--- config.mk ---
export PLATFORM = sky130hd
export DESIGN_NAME = ccs_clock_switch
export DESIGN_NICKNAME = d
export VERILOG_FILES = /design/src/ccs_pkg.sv /design/src/ccs_clock_switch.sv
export VERILOG_INCLUDE_DIRS = /design/src
export SDC_FILE = /design/constraint.sdc
export NUM_CORES = 1
export LEC_CHECK = 0
export BUFFER_PORTS_ARGS = -buffer_cell sky130_fd_sc_hd__buf_2
export CAP_MARGIN = 25
export CORE_ASPECT_RATIO = 1.2
export CORE_MARGIN = 2
export CORE_UTILIZATION = 50
export CTS_BUF_LIST = sky130_fd_sc_hd__clkbuf_4 sky130_fd_sc_hd__clkbuf_8 sky130_fd_sc_hd__clkbuf_16
export CTS_CLUSTER_DIAMETER = 50
export DETAILED_ROUTE_END_ITERATION = 12
export PLACE_DENSITY = 0.69
export REMOVE_ABC_BUFFERS = 1
export SYNTH_ARGS = -nofsm -noshare
export SYNTH_HDL_FRONTEND = slang
export SYNTH_SLANG_ARGS = --single-unit
--- constraint.sdc ---
create_clock -name mclk -period 5.2 [get_ports mclk]
set_clock_uncertainty 0.05 [all_clocks]
set_input_delay 0.78 -clock mclk [delete_from_list [all_inputs] [get_ports mclk]]
set_output_delay 0.78 -clock mclk [all_outputs]
set_load 0.02 [all_outputs]
--- src/ccs_map.svh ---
// register offsets, field positions, reset values and timing counts of the clock switchover block
`ifndef CCS_MAP_SVH
`define CCS_MAP_SVH

// ----------------------------------------
// register offsets
// ----------------------------------------
`define CCS_OFS_PROC_CLK 2'h0
`define CCS_OFS_MAIN_MODE 2'h1
`define CCS_OFS_OSC_CTL 2'h2

// ----------------------------------------
// field positions
// ----------------------------------------
`define CCS_DIV_LSB 0
`define CCS_DIV_MSB 2
`define CCS_CSS_BIT 4
`define CCS_CLS_BIT 5
`define CCS_XTS_BIT 6
`define CCS_MSEL_BIT 0
`define CCS_MSTS_BIT 1
`define CCS_HSEN_BIT 2
`define CCS_AMP_BIT 0
`define CCS_SXCLK_BIT 4
`define CCS_SOSC_BIT 5
`define CCS_MXCLK_BIT 6
`define CCS_MOSC_BIT 7
`define CCS_MAIN_OSC_STOP_BIT 1
`define CCS_HS_INT_OSC_STOP_BIT 2

// ----------------------------------------
// reset values
// ----------------------------------------
`define CCS_RST_DIV 3'h0
`define CCS_RST_MAIN_OSC_STOP 1'b1
`define CCS_RST_HS_INT_OSC_STOP 1'b0

// ----------------------------------------
// timing
// ----------------------------------------
`define CCS_CLK_PS 5000
`define CCS_HOLD_NS 5000
`define CCS_HOLD_CYC ((`CCS_HOLD_NS * 1000 + `CCS_CLK_PS - 1) / `CCS_CLK_PS)
`define CCS_SUB_TICKS 5'h2
`define CCS_DIV_TOP 5'h10
`define CCS_DIV_MAX 3'h4

`endif

--- src/ccs_pkg.sv ---
// types of the clock switchover block
package ccs_pkg;
	typedef enum logic [1:0] {MSW_IDLE, MSW_OLD, MSW_NEW} ccs_msw_t;
	typedef logic [2:0] ccs_div_t;
endpackage : ccs_pkg
--- src/ccs_clock_switch.sv ---
// cpu and main clock source selection with delayed switchover
// How it works
// RQ1: software starts internal oscillator and selects it as main before leaving subsystem clock.
// RQ2: software readies the crystal, waits stabilization and sees main status one first.
// RQ3: writing amplifier gain to one withholds cpu clock for at least 5 us.
// RQ4: software enables external main input and sees main status one before switching.
// RQ5: software enables external subsystem input before moving cpu onto it.
// RQ6: cpu source and divider selections take effect only after counted cycles of the old clock, or of the subsystem clock when moving to it.
// RQ7: cpu source status bit reports whether cpu runs from main or subsystem clock.
// RQ8: divider change waits 16 down to 1 old cpu clocks; leaving subsystem waits 2.
// RQ9: moving to subsystem waits two subsystem periods, counted in whole clocks.
// RQ10: software never changes divider together with a main-to-subsystem switch.
// RQ11: main source selection takes effect after one old and two new main source clocks.
// RQ12: main source status bit reports internal or high-speed main clock.
// RQ13: main switch takes one old clock plus two new-source clocks.
// RQ14: high-speed path enable must precede switching; it changes once after reset.
// RQ15: internal oscillator stopped only while cpu runs from another clock.
// RQ16: main oscillator stopped only while cpu runs from another clock.
// RQ17: subsystem oscillator stopped only while cpu runs from main clock.
// RQ18: software readies crystal before moving cpu from internal oscillator to it.
// RQ19: amplifier gain changes once after reset; later writes leave it unchanged.
// RQ20: switches land on source tick boundaries; status follows the actual source.
`timescale 1ns/1ps
`include "ccs_map.svh"

module ccs_clock_switch
(
	input  wire logic       mclk,
	input  wire logic       rst,
	input  wire logic [1:0] addr,
	input  wire logic [7:0] wdata,
	input  wire logic       wr,
	input  wire logic       rd,
	output logic      [7:0] rdata,
	input  wire logic       int_hs_osc,
	input  wire logic       hs_sys_osc,
	input  wire logic       sub_osc,
	output logic            cpu_clk_en,
	output logic            main_clk_en,
	output logic            int_osc_run,
	output logic            main_osc_run,
	output logic            sub_osc_run
);

	// ----------------------------------------
	// registers
	// ----------------------------------------
	ccs_pkg::ccs_div_t main_div_sel;
	ccs_pkg::ccs_div_t div_eff;
	ccs_pkg::ccs_div_t tgt_div;
	ccs_pkg::ccs_msw_t msw_state;
	logic              cpu_src_select;
	logic              cpu_src_status;
	logic              tgt_css;
	logic              sub_xtal_start_ctl;
	logic              main_src_select;
	logic              main_src_status;
	logic              hs_path_enable;
	logic              hs_path_done;
	logic              hs_amp_gain;
	logic              amp_done;
	logic              sub_ext_clk_sel;
	logic              sub_osc_select;
	logic              main_ext_clk_sel;
	logic              main_osc_select;
	logic              main_osc_stop;
	logic              hs_int_osc_stop;
	logic        [2:0] sync1;
	logic        [2:0] sync2;
	logic        [2:0] sync3;
	logic        [3:0] div_cnt;
	logic        [4:0] cpu_cnt;
	logic              cpu_busy;
	logic        [1:0] new_cnt;
	logic        [9:0] hold_cnt;
	logic              int_tick;
	logic              hs_tick;
	logic              sub_tick;
	logic              main_tick;
	logic              old_tick;
	logic              new_tick;
	logic              cpu_tick;
	logic              cnt_tick;
	logic        [3:0] div_mask;
	logic              wr_pcc;
	logic              wr_mcm;
	logic              wr_osc;
	logic              amp_set;

	assign wr_pcc = wr && addr == `CCS_OFS_PROC_CLK;
	assign wr_mcm = wr && addr == `CCS_OFS_MAIN_MODE;
	assign wr_osc = wr && addr == `CCS_OFS_OSC_CTL;
	// first gain write to one starts the cpu hold in the same cycle
	assign amp_set = wr_osc && !amp_done && wdata[`CCS_AMP_BIT] && !hs_amp_gain;

	always_ff @(posedge mclk)
	begin
		if (rst)
		begin
			main_div_sel       <= `CCS_RST_DIV;
			cpu_src_select     <= 1'b0;
			sub_xtal_start_ctl <= 1'b0;
			main_src_select    <= 1'b0;
			sub_ext_clk_sel    <= 1'b0;
			sub_osc_select     <= 1'b0;
			main_ext_clk_sel   <= 1'b0;
			main_osc_select    <= 1'b0;
			main_osc_stop      <= `CCS_RST_MAIN_OSC_STOP;
			hs_int_osc_stop    <= `CCS_RST_HS_INT_OSC_STOP;
		end
		else
		begin
			if (wr_pcc)
			begin
				main_div_sel       <= (wdata[`CCS_DIV_MSB:`CCS_DIV_LSB] > `CCS_DIV_MAX) ?
				                      `CCS_DIV_MAX : wdata[`CCS_DIV_MSB:`CCS_DIV_LSB];
				cpu_src_select     <= wdata[`CCS_CSS_BIT];
				sub_xtal_start_ctl <= wdata[`CCS_XTS_BIT];
			end
			if (wr_mcm)
				main_src_select <= wdata[`CCS_MSEL_BIT];
			if (wr_osc)
			begin
				sub_ext_clk_sel  <= wdata[`CCS_SXCLK_BIT];
				sub_osc_select   <= wdata[`CCS_SOSC_BIT];
				main_ext_clk_sel <= wdata[`CCS_MXCLK_BIT];
				main_osc_select  <= wdata[`CCS_MOSC_BIT];
				main_osc_stop    <= wdata[`CCS_MAIN_OSC_STOP_BIT];
				hs_int_osc_stop  <= wdata[`CCS_HS_INT_OSC_STOP_BIT];
			end
		end
	end

	// ----------------------------------------
	// write-once bits
	// ----------------------------------------
	always_ff @(posedge mclk)
	begin
		if (rst)
		begin
			hs_path_enable <= 1'b0;
			hs_path_done   <= 1'b0;
			hs_amp_gain    <= 1'b0;
			amp_done       <= 1'b0;
		end
		else
		begin
			if (wr_mcm && !hs_path_done && wdata[`CCS_HSEN_BIT] != hs_path_enable)
			begin
				hs_path_enable <= wdata[`CCS_HSEN_BIT]; // RQ14
				hs_path_done   <= 1'b1; // RQ14
			end
			if (wr_osc && !amp_done && wdata[`CCS_AMP_BIT] != hs_amp_gain)
			begin
				hs_amp_gain <= wdata[`CCS_AMP_BIT]; // RQ19
				amp_done    <= 1'b1; // RQ19
			end
		end
	end

	// ----------------------------------------
	// oscillator tick recovery
	// ----------------------------------------
	always_ff @(posedge mclk)
	begin
		if (rst)
		begin
			sync1 <= 3'h0;
			sync2 <= 3'h0;
			sync3 <= 3'h0;
		end
		else
		begin
			sync1 <= {sub_osc, hs_sys_osc, int_hs_osc};
			sync2 <= sync1;
			sync3 <= sync2;
		end
	end

	assign int_tick  = sync2[0] && !sync3[0] && !hs_int_osc_stop;
	assign hs_tick   = sync2[1] && !sync3[1] && !main_osc_stop && main_osc_select;
	assign sub_tick  = sync2[2] && !sync3[2] && sub_osc_select;
	assign main_tick = main_src_status ? hs_tick : int_tick;
	assign old_tick  = main_tick;
	assign new_tick  = main_src_status ? int_tick : hs_tick;

	// ----------------------------------------
	// main source switch
	// ----------------------------------------
	always_ff @(posedge mclk)
	begin
		if (rst)
		begin
			msw_state       <= ccs_pkg::MSW_IDLE;
			main_src_status <= 1'b0;
			new_cnt         <= 2'h0;
		end
		else
		begin
			unique case (msw_state)
				ccs_pkg::MSW_IDLE:
					if (main_src_select != main_src_status && (main_src_status || hs_path_enable)) // RQ14
						msw_state <= ccs_pkg::MSW_OLD; // RQ11
				ccs_pkg::MSW_OLD:
					if (old_tick)
					begin
						msw_state <= ccs_pkg::MSW_NEW; // RQ13
						new_cnt   <= 2'h0;
					end
				ccs_pkg::MSW_NEW:
					if (new_tick)
					begin
						if (new_cnt == 2'h1)
						begin
							main_src_status <= !main_src_status; // RQ12 RQ20
							msw_state       <= ccs_pkg::MSW_IDLE;
						end
						new_cnt <= new_cnt + 2'h1; // RQ13
					end
			endcase
		end
	end

	// ----------------------------------------
	// cpu divider and source switch
	// ----------------------------------------
	assign div_mask = 4'((5'h1 << div_eff) - 5'h1);
	assign cpu_tick = cpu_src_status ? sub_tick : (main_tick && (div_cnt & div_mask) == div_mask);
	assign cnt_tick = (tgt_css != cpu_src_status) ? sub_tick : cpu_tick;

	always_ff @(posedge mclk)
	begin
		if (rst)
			div_cnt <= 4'h0;
		else if (main_tick)
			div_cnt <= div_cnt + 4'h1;
	end

	always_ff @(posedge mclk)
	begin
		if (rst)
		begin
			cpu_busy       <= 1'b0;
			cpu_cnt        <= 5'h0;
			tgt_css        <= 1'b0;
			tgt_div        <= `CCS_RST_DIV;
			div_eff        <= `CCS_RST_DIV;
			cpu_src_status <= 1'b0;
		end
		else if (!cpu_busy)
		begin
			if (cpu_src_select != cpu_src_status || main_div_sel != div_eff)
			begin
				cpu_busy <= 1'b1; // RQ6
				tgt_css  <= cpu_src_select;
				tgt_div  <= main_div_sel;
				cpu_cnt  <= (cpu_src_select != cpu_src_status) ? `CCS_SUB_TICKS : // RQ8 RQ9
				            (`CCS_DIV_TOP >> div_eff); // RQ8
			end
		end
		else if (cnt_tick)
		begin
			if (cpu_cnt == 5'h1)
			begin
				cpu_busy       <= 1'b0;
				cpu_src_status <= tgt_css; // RQ7 RQ20
				div_eff        <= tgt_div; // RQ6
			end
			cpu_cnt <= cpu_cnt - 5'h1;
		end
	end

	// ----------------------------------------
	// clock hold after gain change
	// ----------------------------------------
	always_ff @(posedge mclk)
	begin
		if (rst)
			hold_cnt <= 10'h0;
		else if (amp_set)
			hold_cnt <= 10'(`CCS_HOLD_CYC); // RQ3
		else if (hold_cnt != 10'h0)
			hold_cnt <= hold_cnt - 10'h1;
	end

	// ----------------------------------------
	// outputs and read port
	// ----------------------------------------
	always_ff @(posedge mclk)
	begin
		if (rst)
		begin
			cpu_clk_en   <= 1'b0;
			main_clk_en  <= 1'b0;
			int_osc_run  <= 1'b0;
			main_osc_run <= 1'b0;
			sub_osc_run  <= 1'b0;
		end
		else
		begin
			cpu_clk_en   <= cpu_tick && hold_cnt == 10'h0 && !amp_set; // RQ3
			main_clk_en  <= main_tick;
			int_osc_run  <= !hs_int_osc_stop;
			main_osc_run <= !main_osc_stop && main_osc_select;
			sub_osc_run  <= sub_osc_select;
		end
	end

	always_ff @(posedge mclk)
	begin
		if (rst)
			rdata <= 8'h0;
		else if (rd)
		begin
			rdata <= 8'h0;
			unique case (addr)
				`CCS_OFS_PROC_CLK:  rdata <= {1'b0, sub_xtal_start_ctl, cpu_src_status, cpu_src_select, 1'b0,
				                              main_div_sel}; // RQ7
				`CCS_OFS_MAIN_MODE: rdata <= {5'h0, hs_path_enable, main_src_status, main_src_select}; // RQ12
				`CCS_OFS_OSC_CTL:   rdata <= {main_osc_select, main_ext_clk_sel, sub_osc_select, sub_ext_clk_sel,
				                              1'b0, hs_int_osc_stop, main_osc_stop, hs_amp_gain};
				default:            rdata <= 8'h0;
			endcase
		end
	end
endmodule : ccs_clock_switch

==> summary.md, run 1 <==
| Metric | Value |
|---|---|
| Pre-antenna DRT Iters | 4 |
| Status | complete, no violations |
| Crit path capture type | register |
| Overall power | 1.27 mW |
| First-pass GRT wire length | 11000 µm |
| Die Area | 7120 µm² |
| Final hold vios | 0 |
| Dominant synthesized flop cell | dfxtp_1 |
| TritonCTS sink count | 70 |
| Max Clk Rate | 356 MHz |
| Core Area | 6330 µm² |
| Ys async rst share | 0% |
| Worst Slack Setup Final | 2.39 ns |
| Cell chain of the critical path | buf_2 > nor2b_1 > nand2_1 > nor3_1 > a2111oi_0 |
| Final cell count without fillers | 473 |
| Syn avg cell area | 8.87 µm² |
| Slew at the pin with the worst max-slew slack | 0.950 ns |
| Synth top cells by count | 70 x dfxtp_1, 48 x nor2_1, 32 x a21oi_1 |
| Post-Syn Area | 3230 µm² |
| CP Data Required Time | 5.34 ns |
| Final setup viols | 0 |
| RR Endpoint | div_eff[0]$_SDFFE_PP0P_ |
| Leakage | 1.35 nW |
| Max Cap Viol | 0 |
| Area post-placement | 3380 µm² |
| CP max stage cell | nor2b_1 |
| Top cell type's share of synthesized area | 43.4% |
| Post-DP HPWL | 4450 µm |
| CP top delay family | simple AND/OR/NAND/NOR gates |
| N_diodes | 0 |
| Place WS | 2.10 ns |
| Buf/Inv on CP | 1 |
| Worst Hold End | sync2[0]$_SDFF_PP0_ |
| Seq/Total Area, Yosys | 43.4% |
| Final core utilization | 56.1% |
| Global route overflow | 0 |
| Initial antenna violation count | 0 |
| Peak VDD IR | 0.000206 V |
| Most common cell in the netlist | dfxtp_1 |
| Min-delay worst type | register to register |
| DRC Markers | 0 |
| Worst Path Arrival | 2.95 ns |
| PD cells | 359 nW/µm² |
| Wire length per cell | 13.5 µm |
| Hold Slack | 0.390 ns |
| Area Overhead vs Synth | 9.80% |
| Top cells by area, synth | dfxtp_1 43%, mux2i_1 7.4%, nor2_1 5.6% |
| Mapped Cells | 364 |
| CTS Buf Count | 9 |
| Fin crit share | 54.1% |
| Rel. slew slack | 36.6% |
| Synthesis-stage register bit count | 70 |
| Worst Reg-to-Reg Cells | 5 |
| Final WL | 6370 µm |
| Clock Path Buffers | 2 |
| Post-route ant nets | 0 |
| Slowest cell delay on critical path | 0.72 ns |
| Num rows | 32 |
| Hold buffers post-CTS | 0 |
| Gr usage total | 19.0% |
| Fillcell total | 617 |
| Warnings, synthesis | 0 |
| DRT iter0 DRCs | 74 |
| Die H | 92.0 µm |
| Io pins | 30 |
| Distinct cells, synth | 51 |
| Vias | 2607 |
| Hold Path Origin | sync1[0]$_SDFF_PP0_ |
| CTS tree | yes |
| Max Transition Viols Final | 0 |
| RSZ-0062 raised after global routing | no |
| Total negative setup slack | 0 ns |
| Initial Util | 51.0% |
| CTS H-Tree Depth | 3 |
| Final GP Congestion | 0.825 |
| Die Wd | 77.4 µm |
| Number of global-route vias before repair | 2434 |
| Post_cts resized | 0 |
| Design area | 3550 µm² |
| Post-synth EDFFs | 0 |
| Port buffer count | 27 |
| Largest area contributor in the netlist | dfxtp_1 |
| Critical path peak fanout | 12 |
| Hold Path Depth | 1 |
| Reg-to-reg slack, setup | 2.95 ns |
| CTS root buf | clkbuf_8 |
| Pin count of the biggest net entering global routing | 40 |
| Clk_lat worst skew | 0.34 ns |
| Fin crit period | 2.81 ns |
| Clock transition at path regs | 0.07 ns |
| Setup Fix Bufs, Post-CTS | 0 |
| Crit Path Category | primary input to register |
| Final nets | 410 |
| Layout cells sized above 1 | 14.2% |
| DR vias/cell | 5.51 |
| Startpoint Class | primary input |
| R2R Path Start | hs_int_osc_stop$_SDFFE_PP0P_ |
| Inst Count DP | 458 |
## power breakdown
part           switching (mW)  internal [mW]
clock network           0.205          0.169
logic                   0.153          0.124
registers              0.0386          0.581
## how the worst max path moves through the flow
| stage | start | endpoint | slack [ns] | depth (start not counted) |
|---|---|---|---|---|
| floorplan | addr[1] | hold_cnt[1]$_SDFFE_PP0P_ | 2.88 | 4 |
| global placement | addr[1] | hold_cnt[6]$_SDFFE_PP0P_ | 2.14 | 6 |
| detailed placement | addr[1] | hold_cnt[1]$_SDFFE_PP0P_ | 2.10 | 5 |
| CTS | addr[1] | hold_cnt[1]$_SDFFE_PP0P_ | 2.45 | 5 |
| global route | addr[1] | hold_cnt[6]$_SDFFE_PP0P_ | 2.11 | 6 |
| finish | addr[1] | hold_cnt[1]$_SDFFE_PP0P_ | 2.39 | 5 |
## flip-flops by register name, indices dropped and copies added (netlist names), 2 cells and up
signal	flops
sync3	3
new_cnt	2
sync1	3
msw_state	2
hold_cnt	10
div_cnt	4
div_eff	3
tgt_div	3
cpu_cnt	5
sync2	3
rdata	7
main_div_sel	3
## worst register-to-register path: stages, from the launching register on
cell     delay [ns]
dfxtp_1        0.34
or3b_4         0.43
mux2_4         0.31
or4_4          0.59
a21oi_4        0.24
mux2i_1        0.22
## cell families after synthesis
family / count (synthesis) / synth area share [%]
mux: 25 / 7.90
fa+ha+maj: 9 / 3.49
compound gates: 67 / 13.5
xor+xnor: 15 / 4.07
simple gates: 145 / 23.1
other cells: 1 / 0.116
flops: 70 / 43.4
buf+inv: 32 / 4.46
## area by class of cell
class / instances / area [µm²] / area share [%]
Clock buffer: 9 / 124 / 3.49
Inverter: 13 / 48.8 / 1.38
Sequential cell: 70 / 1400 / 39.5
Timing Repair Buffer: 28 / 143 / 4.02
Clock inverter: 6 / 38.8 / 1.09
Tap cell: 85 / 106 / 3.00
Multi-Input combinational cell: 262 / 1680 / 47.5
## metal layers
metal / track usage (%) / vias up / routed length, µm
met5: 0 / - / 0
met1: 23.7 / 1231 / 2940
met2: 31.7 / 48 / 3120
li1: - / 1317 / -
met3: 3.44 / 11 / 200
met4: 8.78 / 0 / 111
## cells in the final DEF (no fill, tap or decap), drive strengths merged, types with 12 or more instances in the layout
cell type   n
a21oi      33
buf        28
dfxtp      70
inv        14
mux2i      24
nand2      27
nor2       48
nor2b      12
(Power assumes the default switching activity.)
==> inputs of run 2 (changes only) <==
==> constraint.sdc (replaced) <==
create_clock -name mclk -period 2.7 [get_ports mclk]
set_clock_uncertainty 0.05 [all_clocks]
set_input_delay 0.405 -clock mclk [delete_from_list [all_inputs] [get_ports mclk]]
set_output_delay 0.405 -clock mclk [all_outputs]
set_load 0.02 [all_outputs]
==> run 2 against run 1 <==
First-iteration DRC count grew 14%. Clock power increased by 150%. Non-clock buffer count rose by 4. Largest cell class unchanged. Count of clock-buffer cells in the layout up 1. Hold slack lost 0.17 ns. Core utilization increased by 1.3 points. Power up 110%. Routed wire length fell by 1.5%. Sequential share of layout area is 0.93 points lower. Combinational power is 92% higher. Flip-flop and latch count is the same. Setup slack worse by 1.9 ns.
==> summary.md, run 2 (same netlist as run 1, synthesis figures left out) <==
| Metric | Value |
|---|---|
| Max Cap Viol | 0 (unchanged) |
| CP max stage cell | nor4_2 |
| DRT iter0 DRCs | 84 (+14%) |
| Core Area | 6330 µm² (unchanged) |
| Pre-antenna DRT Iters | 4 (unchanged) |
| Inst Count DP | 462 (+0.87%) |
| Register Area | 1400 µm² (unchanged) |
| Gr usage total | 18.7% (-0.28 points) |
| Leakage | 1.39 nW (+3.6%) |
| Wire length per cell | 13.1 µm (-2.6%) |
| Io pins | 30 (unchanged) |
| Max reg flops | 10 (unchanged) |
| Startpoint Class | register |
| Place WS | 0.489 ns (-1.61 ns) |
| Fin crit share | 83.5% |
| Slew at the pin with the worst max-slew slack | 0.718 ns (-0.232 ns) |
| CP Data Required Time | 2.89 ns (-2.45 ns) |
| CP startpoint | hs_int_osc_stop$_SDFFE_PP0P_ |
| First-pass GRT wire length | 10800 µm (-1.8%) |
| Final core utilization | 57.4% (+1.3 points) |
| Total negative setup slack | 0 ns (unchanged) |
| Worst Hold End | sync1[1]$_SDFF_PP0_ |
| Clock Path Buffers | 2 (unchanged) |
| R2R Path Start | hs_int_osc_stop$_SDFFE_PP0P_ |
| Layout cells sized above 1 | 15.3% (+1.1 points) |
| Num rows | 32 (unchanged) |
| Final cell count without fillers | 478 (+1.1%) |
| Crit Path Category | register to register |
| Clock transition at path regs | 0.07 ns (about the same) |
| Reg-to-reg slack, setup | 0.45 ns (-2.50 ns) |
| Final nets | 414 (+0.98%) |
| Vias | 2587 (-0.77%) |
| Crit path capture type | register |
| Area taken by multi-input logic gates | 1680 µm² (unchanged) |
| Post_cts resized | 0 (unchanged) |
| Largest Register | hold_cnt |
| Worst Reg-to-Reg Cells | 5 (unchanged) |
| Final hold vios | 0 (unchanged) |
| Cell chain of the critical path | or3b_4 > mux2_4 > nor4_2 > o22ai_1 > a32o_1 |
| Hold Path Depth | 2 (+1) |
| Post-route ant nets | 0 (unchanged) |
| Peak VDD IR | 0.000407 V (+98%) |
| DR vias/cell | 5.41 (-1.8%) |
| Die Wd | 77.4 µm (unchanged) |
| Final setup viols | 0 (unchanged) |
| Fin crit period | 2.25 ns |
| Max Transition Viols Final | 0 (unchanged) |
| Port buffer count | 27 (unchanged) |
| CTS H-Tree Depth | 3 (unchanged) |
| PD cells | 729 nW/µm² (+100%) |
| Fillcell total | 602 (-2.4%) |
| Hold buffers post-CTS | 0 (unchanged) |
| Area Overhead vs Synth | 12.4% |
| N_diodes | 0 (unchanged) |
| Die H | 92.0 µm (unchanged) |
| Global route overflow | 0 (unchanged) |
| CTS root buf | clkbuf_8 |
| DRC Markers | 0 (unchanged) |
| Final WL | 6270 µm (-1.5%) |
| Pin count of the biggest net entering global routing | 28 (-30%) |
| Max Clk Rate | 444 MHz |
| RR Endpoint | cpu_cnt[3]$_SDFFE_PP0P_ |
| Hold Slack | 0.221 ns (-0.169 ns) |
| Number of global-route vias before repair | 2461 (+1.1%) |
| Buf/Inv on CP | 0 (-1) |
| CP top delay family | simple AND/OR/NAND/NOR gates |
| Post-DP HPWL | 4370 µm (-1.8%) |
| Most common cell after layout, fill and taps aside | dfxtp_1 |
| TritonCTS sink count | 70 (unchanged) |
| Biggest registers after layout | hold_cnt x10, rdata x7, cpu_cnt x5 |
| Worst Path Arrival | 2.45 ns (-0.50 ns) |
| RSZ-0062 raised after global routing | no |
| Die Area | 7120 µm² (unchanged) |
| Min-delay worst type | primary input to register |
| Clk_lat worst skew | 0.34 ns (about the same) |
| Initial Util | 51.0% (unchanged) |
| Status | complete, no violations |
| Final GP Congestion | 0.848 (+2.9%) |
| Initial antenna violation count | 0 (unchanged) |
| CTS Buf Count | 9 (unchanged) |
| Commonest cells after routing, fill and taps aside | 70 x dfxtp_1, 48 x nor2_1, 32 x a21oi_1 |
| Worst Slack Setup Final | 0.446 ns (-1.94 ns) |
| Critical path peak fanout | 6 (-6) |
| CTS tree | yes |
| Setup Fix Bufs, Post-CTS | 0 (unchanged) |
| Hold Path Origin | hs_sys_osc |
| Slowest cell delay on critical path | 0.56 ns (-0.16 ns) |
| Rel. slew slack | 51.5% (+15 points) |
==> run 2: changes by cell type in the layout (fill, tap and decap cells not counted), sizes merged <==
cell / previous run / this run
buf: 28 / 32
bufinv: 0 / 2
clkbuf: 9 / 10
clkinvlp: 2 / 1
inv: 14 / 13
==> run 2: layer usage <==
layer | GRT usage, % | vias to the layer above | routed length (µm)
met4 | 10.7 | 0 | 97
li1 | - | 1319 | -
met1 | 23.0 | 1206 | 2870
met2 | 30.1 | 54 | 3030
met3 | 4.13 | 8 | 263
met5 | 0 | - | 0
==> run 2: final cells by class <==
type | instances | share of cell area [%]
Clock buffer | 10 | 3.62
Sequential cell | 70 | 38.6
Timing Repair Buffer | 32 | 4.76
Clock inverter | 6 | 2.38
Inverter | 13 | 1.34
Tap cell | 85 | 2.93
Multi-Input combinational cell | 262 | 46.4
==> run 2: worst max path at each step <==
stage                     cells after the start                      end  slack [ns]
after floorplan                               5  div_eff[0]$_SDFFE_PP0P_        0.63
after global placement                        5  cpu_cnt[2]$_SDFFE_PP0P_        0.52
after detailed placement                      5  div_eff[0]$_SDFFE_PP0P_        0.49
after CTS                                     5  cpu_cnt[3]$_SDFFE_PP0P_        0.45
after global routing                          5  div_eff[0]$_SDFFE_PP0P_        0.38
final                                         5  cpu_cnt[3]$_SDFFE_PP0P_        0.45
==> run 2: where the power goes <==
group	switching, mW	leakage, nW	internal, mW
sequential	0.0744	0.570	1.12
combinational	0.292	0.714	0.242
clock	0.391	0.110	0.528
==> run 2: per-stage QoR <==
stage / cell area [µm²] / total power [mW]
after floorplan: 3130 / 1.62
after global placement: 3410 / 1.74
after detailed placement: 3410 / 1.75
after CTS: 3630 / 2.68
after global routing: 3630 / 2.80
final: 3630 / 2.65
==> inputs of run 3 (changes only) <==
==> constraint.sdc (replaced) <==
create_clock -name mclk -period 2.2 [get_ports mclk]
set_clock_uncertainty 0.05 [all_clocks]
set_input_delay 0.33 -clock mclk [delete_from_list [all_inputs] [get_ports mclk]]
set_output_delay 0.33 -clock mclk [all_outputs]
set_load 0.02 [all_outputs]
==> run 3 against run 2 <==
Hold slack worse by 0.071 ns. Sequential power is 23% higher. Maximum frequency grew 8.1%. Critical path depth shrank 1. Sequential share of layout area down 0.69 points. Flip-flop and latch count did not move. Power grew 21%. First-iteration DRC count is 15% lower. Die area did not move. Combinational power increased by 33%. Critical endpoint is now cpu_clk_en$_SDFF_PP0_. Register-to-register slack lost 0.33 ns.
==> summary.md, run 3 (same netlist as run 1, synthesis figures left out) <==
| Metric | Value |
|---|---|
| Status | complete, no violations |
| Vias | 2604 (+0.66%) |
| Total negative setup slack | 0 ns (unchanged) |
| Die H | 92.0 µm (unchanged) |
| Wire length per cell | 13.6 µm (+3.6%) |
| Initial Util | 51.0% (unchanged) |
| Peak VDD IR | 0.000823 V (+100%) |
| Initial antenna violation count | 0 (unchanged) |
| Fillcell total | 621 (+3.2%) |
| First-pass GRT wire length | 11000 µm (+2.1%) |
| Critical path peak fanout | 5 (-1) |
| CTS Buf Count | 9 (unchanged) |
| Largest Register | hold_cnt |
| Worst Path Arrival | 2.28 ns (-0.17 ns) |
| Port buffer count | 27 (unchanged) |
| Final GP Congestion | 0.864 (+1.9%) |
| Combinational share of power | 22.2% (+2.0 points) |
| Core Area | 6330 µm² (unchanged) |
| Post_cts resized | 0 (unchanged) |
| Clock share of power | 32.3% (-2.4 points) |
| Hold Path Origin | sub_osc |
| Min-delay worst type | primary input to register |
| Max Clk Rate | 479 MHz (+8.1%) |
| R2R Path Start | hs_int_osc_stop$_SDFFE_PP0P_ |
| Commonest cells after routing, fill and taps aside | 70 x dfxtp_1, 48 x nor2_1, 32 x a21oi_1 |
| DRC Markers | 0 (unchanged) |
| Clock transition at path regs | 0.08 ns (about the same) |
| Post-route ant nets | 0 (unchanged) |
| Switch share | 30.6% (+2.0 points) |
| Hold buffers post-CTS | 0 (unchanged) |
| Die Area | 7120 µm² (unchanged) |
| Die Wd | 77.4 µm (unchanged) |
| Num rows | 32 (unchanged) |
| Biggest registers after layout | hold_cnt x10, rdata x7, cpu_cnt x5 |
| Fin crit period | 2.09 ns (-0.169 ns) |
| Global route overflow | 0 (unchanged) |
| Final core utilization | 58.4% (+1.0 points) |
| Power share of the sequential group | 45.5% (+0.4 points) |
| RSZ-0062 raised after global routing | no |
| Reg-to-reg slack, setup | 0.11 ns (-0.33 ns) |
| Clock Path Buffers | 2 (unchanged) |
| Crit Path Category | register to register |
| Final setup viols | 0 (unchanged) |
| CTS H-Tree Depth | 3 (unchanged) |
| DRT iter0 DRCs | 71 (-15%) |
| CP startpoint | hs_int_osc_stop$_SDFFE_PP0P_ |
| CP Data Required Time | 2.39 ns (-0.50 ns) |
| Pint | 2.23 mW (+18%) |
| Io pins | 30 (unchanged) |
| Max Cap Viol | 0 (unchanged) |
| DR vias/cell | 5.36 (-1.0%) |
| Fin crit share | 94.8% (+11 points) |
| Pin count of the biggest net entering global routing | 24 (-14%) |
| N_diodes | 0 (unchanged) |
| Psw | 0.983 mW (+30%) |
| Startpoint Class | register |
| Gr usage total | 19.0% (+0.28 points) |
| Post-DP HPWL | 4560 µm (+4.4%) |
| Setup Fix Bufs, Post-CTS | 0 (unchanged) |
| Max Transition Viols Final | 0 (unchanged) |
| Area Overhead vs Synth | 14.5% |
| Leakage | 1.43 nW (+2.5%) |
| Max reg flops | 10 (unchanged) |
| TritonCTS sink count | 70 (unchanged) |
| Pre-antenna DRT Iters | 4 (unchanged) |
| Final hold vios | 0 (unchanged) |
| Layout cells sized above 1 | 17.7% (+2.4 points) |
| Final nets | 422 (+1.9%) |
| PD cells | 869 nW/µm² (+19%) |
| Number of global-route vias before repair | 2458 (-0.12%) |
| Clk_lat worst skew | 0.35 ns (about the same) |
| Final WL | 6610 µm (+5.4%) |
| Most common cell after layout, fill and taps aside | dfxtp_1 |
| CTS root buf | clkbuf_8 |
| Crit path capture type | register |
| CTS tree | yes |
run 3: cell types whose count changed in the layout (fill, tap and decap cells not counted), sizes merged:
| cell | delta |
|---|---|
| inv | +2 |
| bufinv | -1 |
| buf | +8 |
| clkbuf | -1 |
| clkinvlp | +1 |
| clkinv | -1 |
run 3: critical path, stage by stage (launching register included):
cell and delay, ns:
dfxtp_1 0.32, or3b_4 0.40, mux2_4 0.31, or4_1 0.55, a2111oi_2 0.36
run 3: per-layer routing:
layer	global-route usage, %	vias up	part of all wire [%]
met5	0	-	0
met4	8.04	0	1.3
met3	4.23	9	2.7
met2	31.4	33	50
met1	23.8	1228	46
li1	-	1334	-
run 3: worst paths after layout:
path,end,cells after the start
setup / recovery,cpu_clk_en$_SDFF_PP0_,4
hold / removal,sync1[2]$_SDFF_PP0_,2
setup reg to reg,cpu_clk_en$_SDFF_PP0_,4
hold reg to reg,sync2[1]$_SDFF_PP0_,1
run 3: power by group through the flow:
stage	clock [mW]	combinational, mW	sequential (mW)
after global routing	1.11	0.807	1.48
after floorplan	0	0.504	1.48
after detailed placement	0	0.686	1.49
after CTS	1.06	0.696	1.46
final	1.04	0.712	1.46
after global placement	0	0.675	1.49
run 3: metrics by stage:
step / worst slack (ns) / power [mW] / hold WS, ns / std cells / cell area [µm²]
global placement: 0.106 / 2.16 / 0.374 / 470 / 3470
CTS: 0.0487 / 3.22 / 0.143 / 486 / 3670
global route: 0.0288 / 3.40 / 0.159 / 486 / 3700
finish: 0.114 / 3.21 / 0.150 / 486 / 3700
detailed placement: 0.0722 / 2.18 / 0.387 / 470 / 3470
floorplan: 0.130 / 1.99 / 0.347 / 345 / 3130
run 3: cell type report:
type                    instances  area, µm²  share of cell area (%)
flip-flops and latches         70       1400                    37.9
inverters                      13       48.8                    1.32
clock inverters                 7       72.6                    1.96
repair buffers                 40        233                    6.29
clock buffers                   9        124                    3.35
multi-input cells             262       1710                    46.3
well taps                      85        106                    2.88
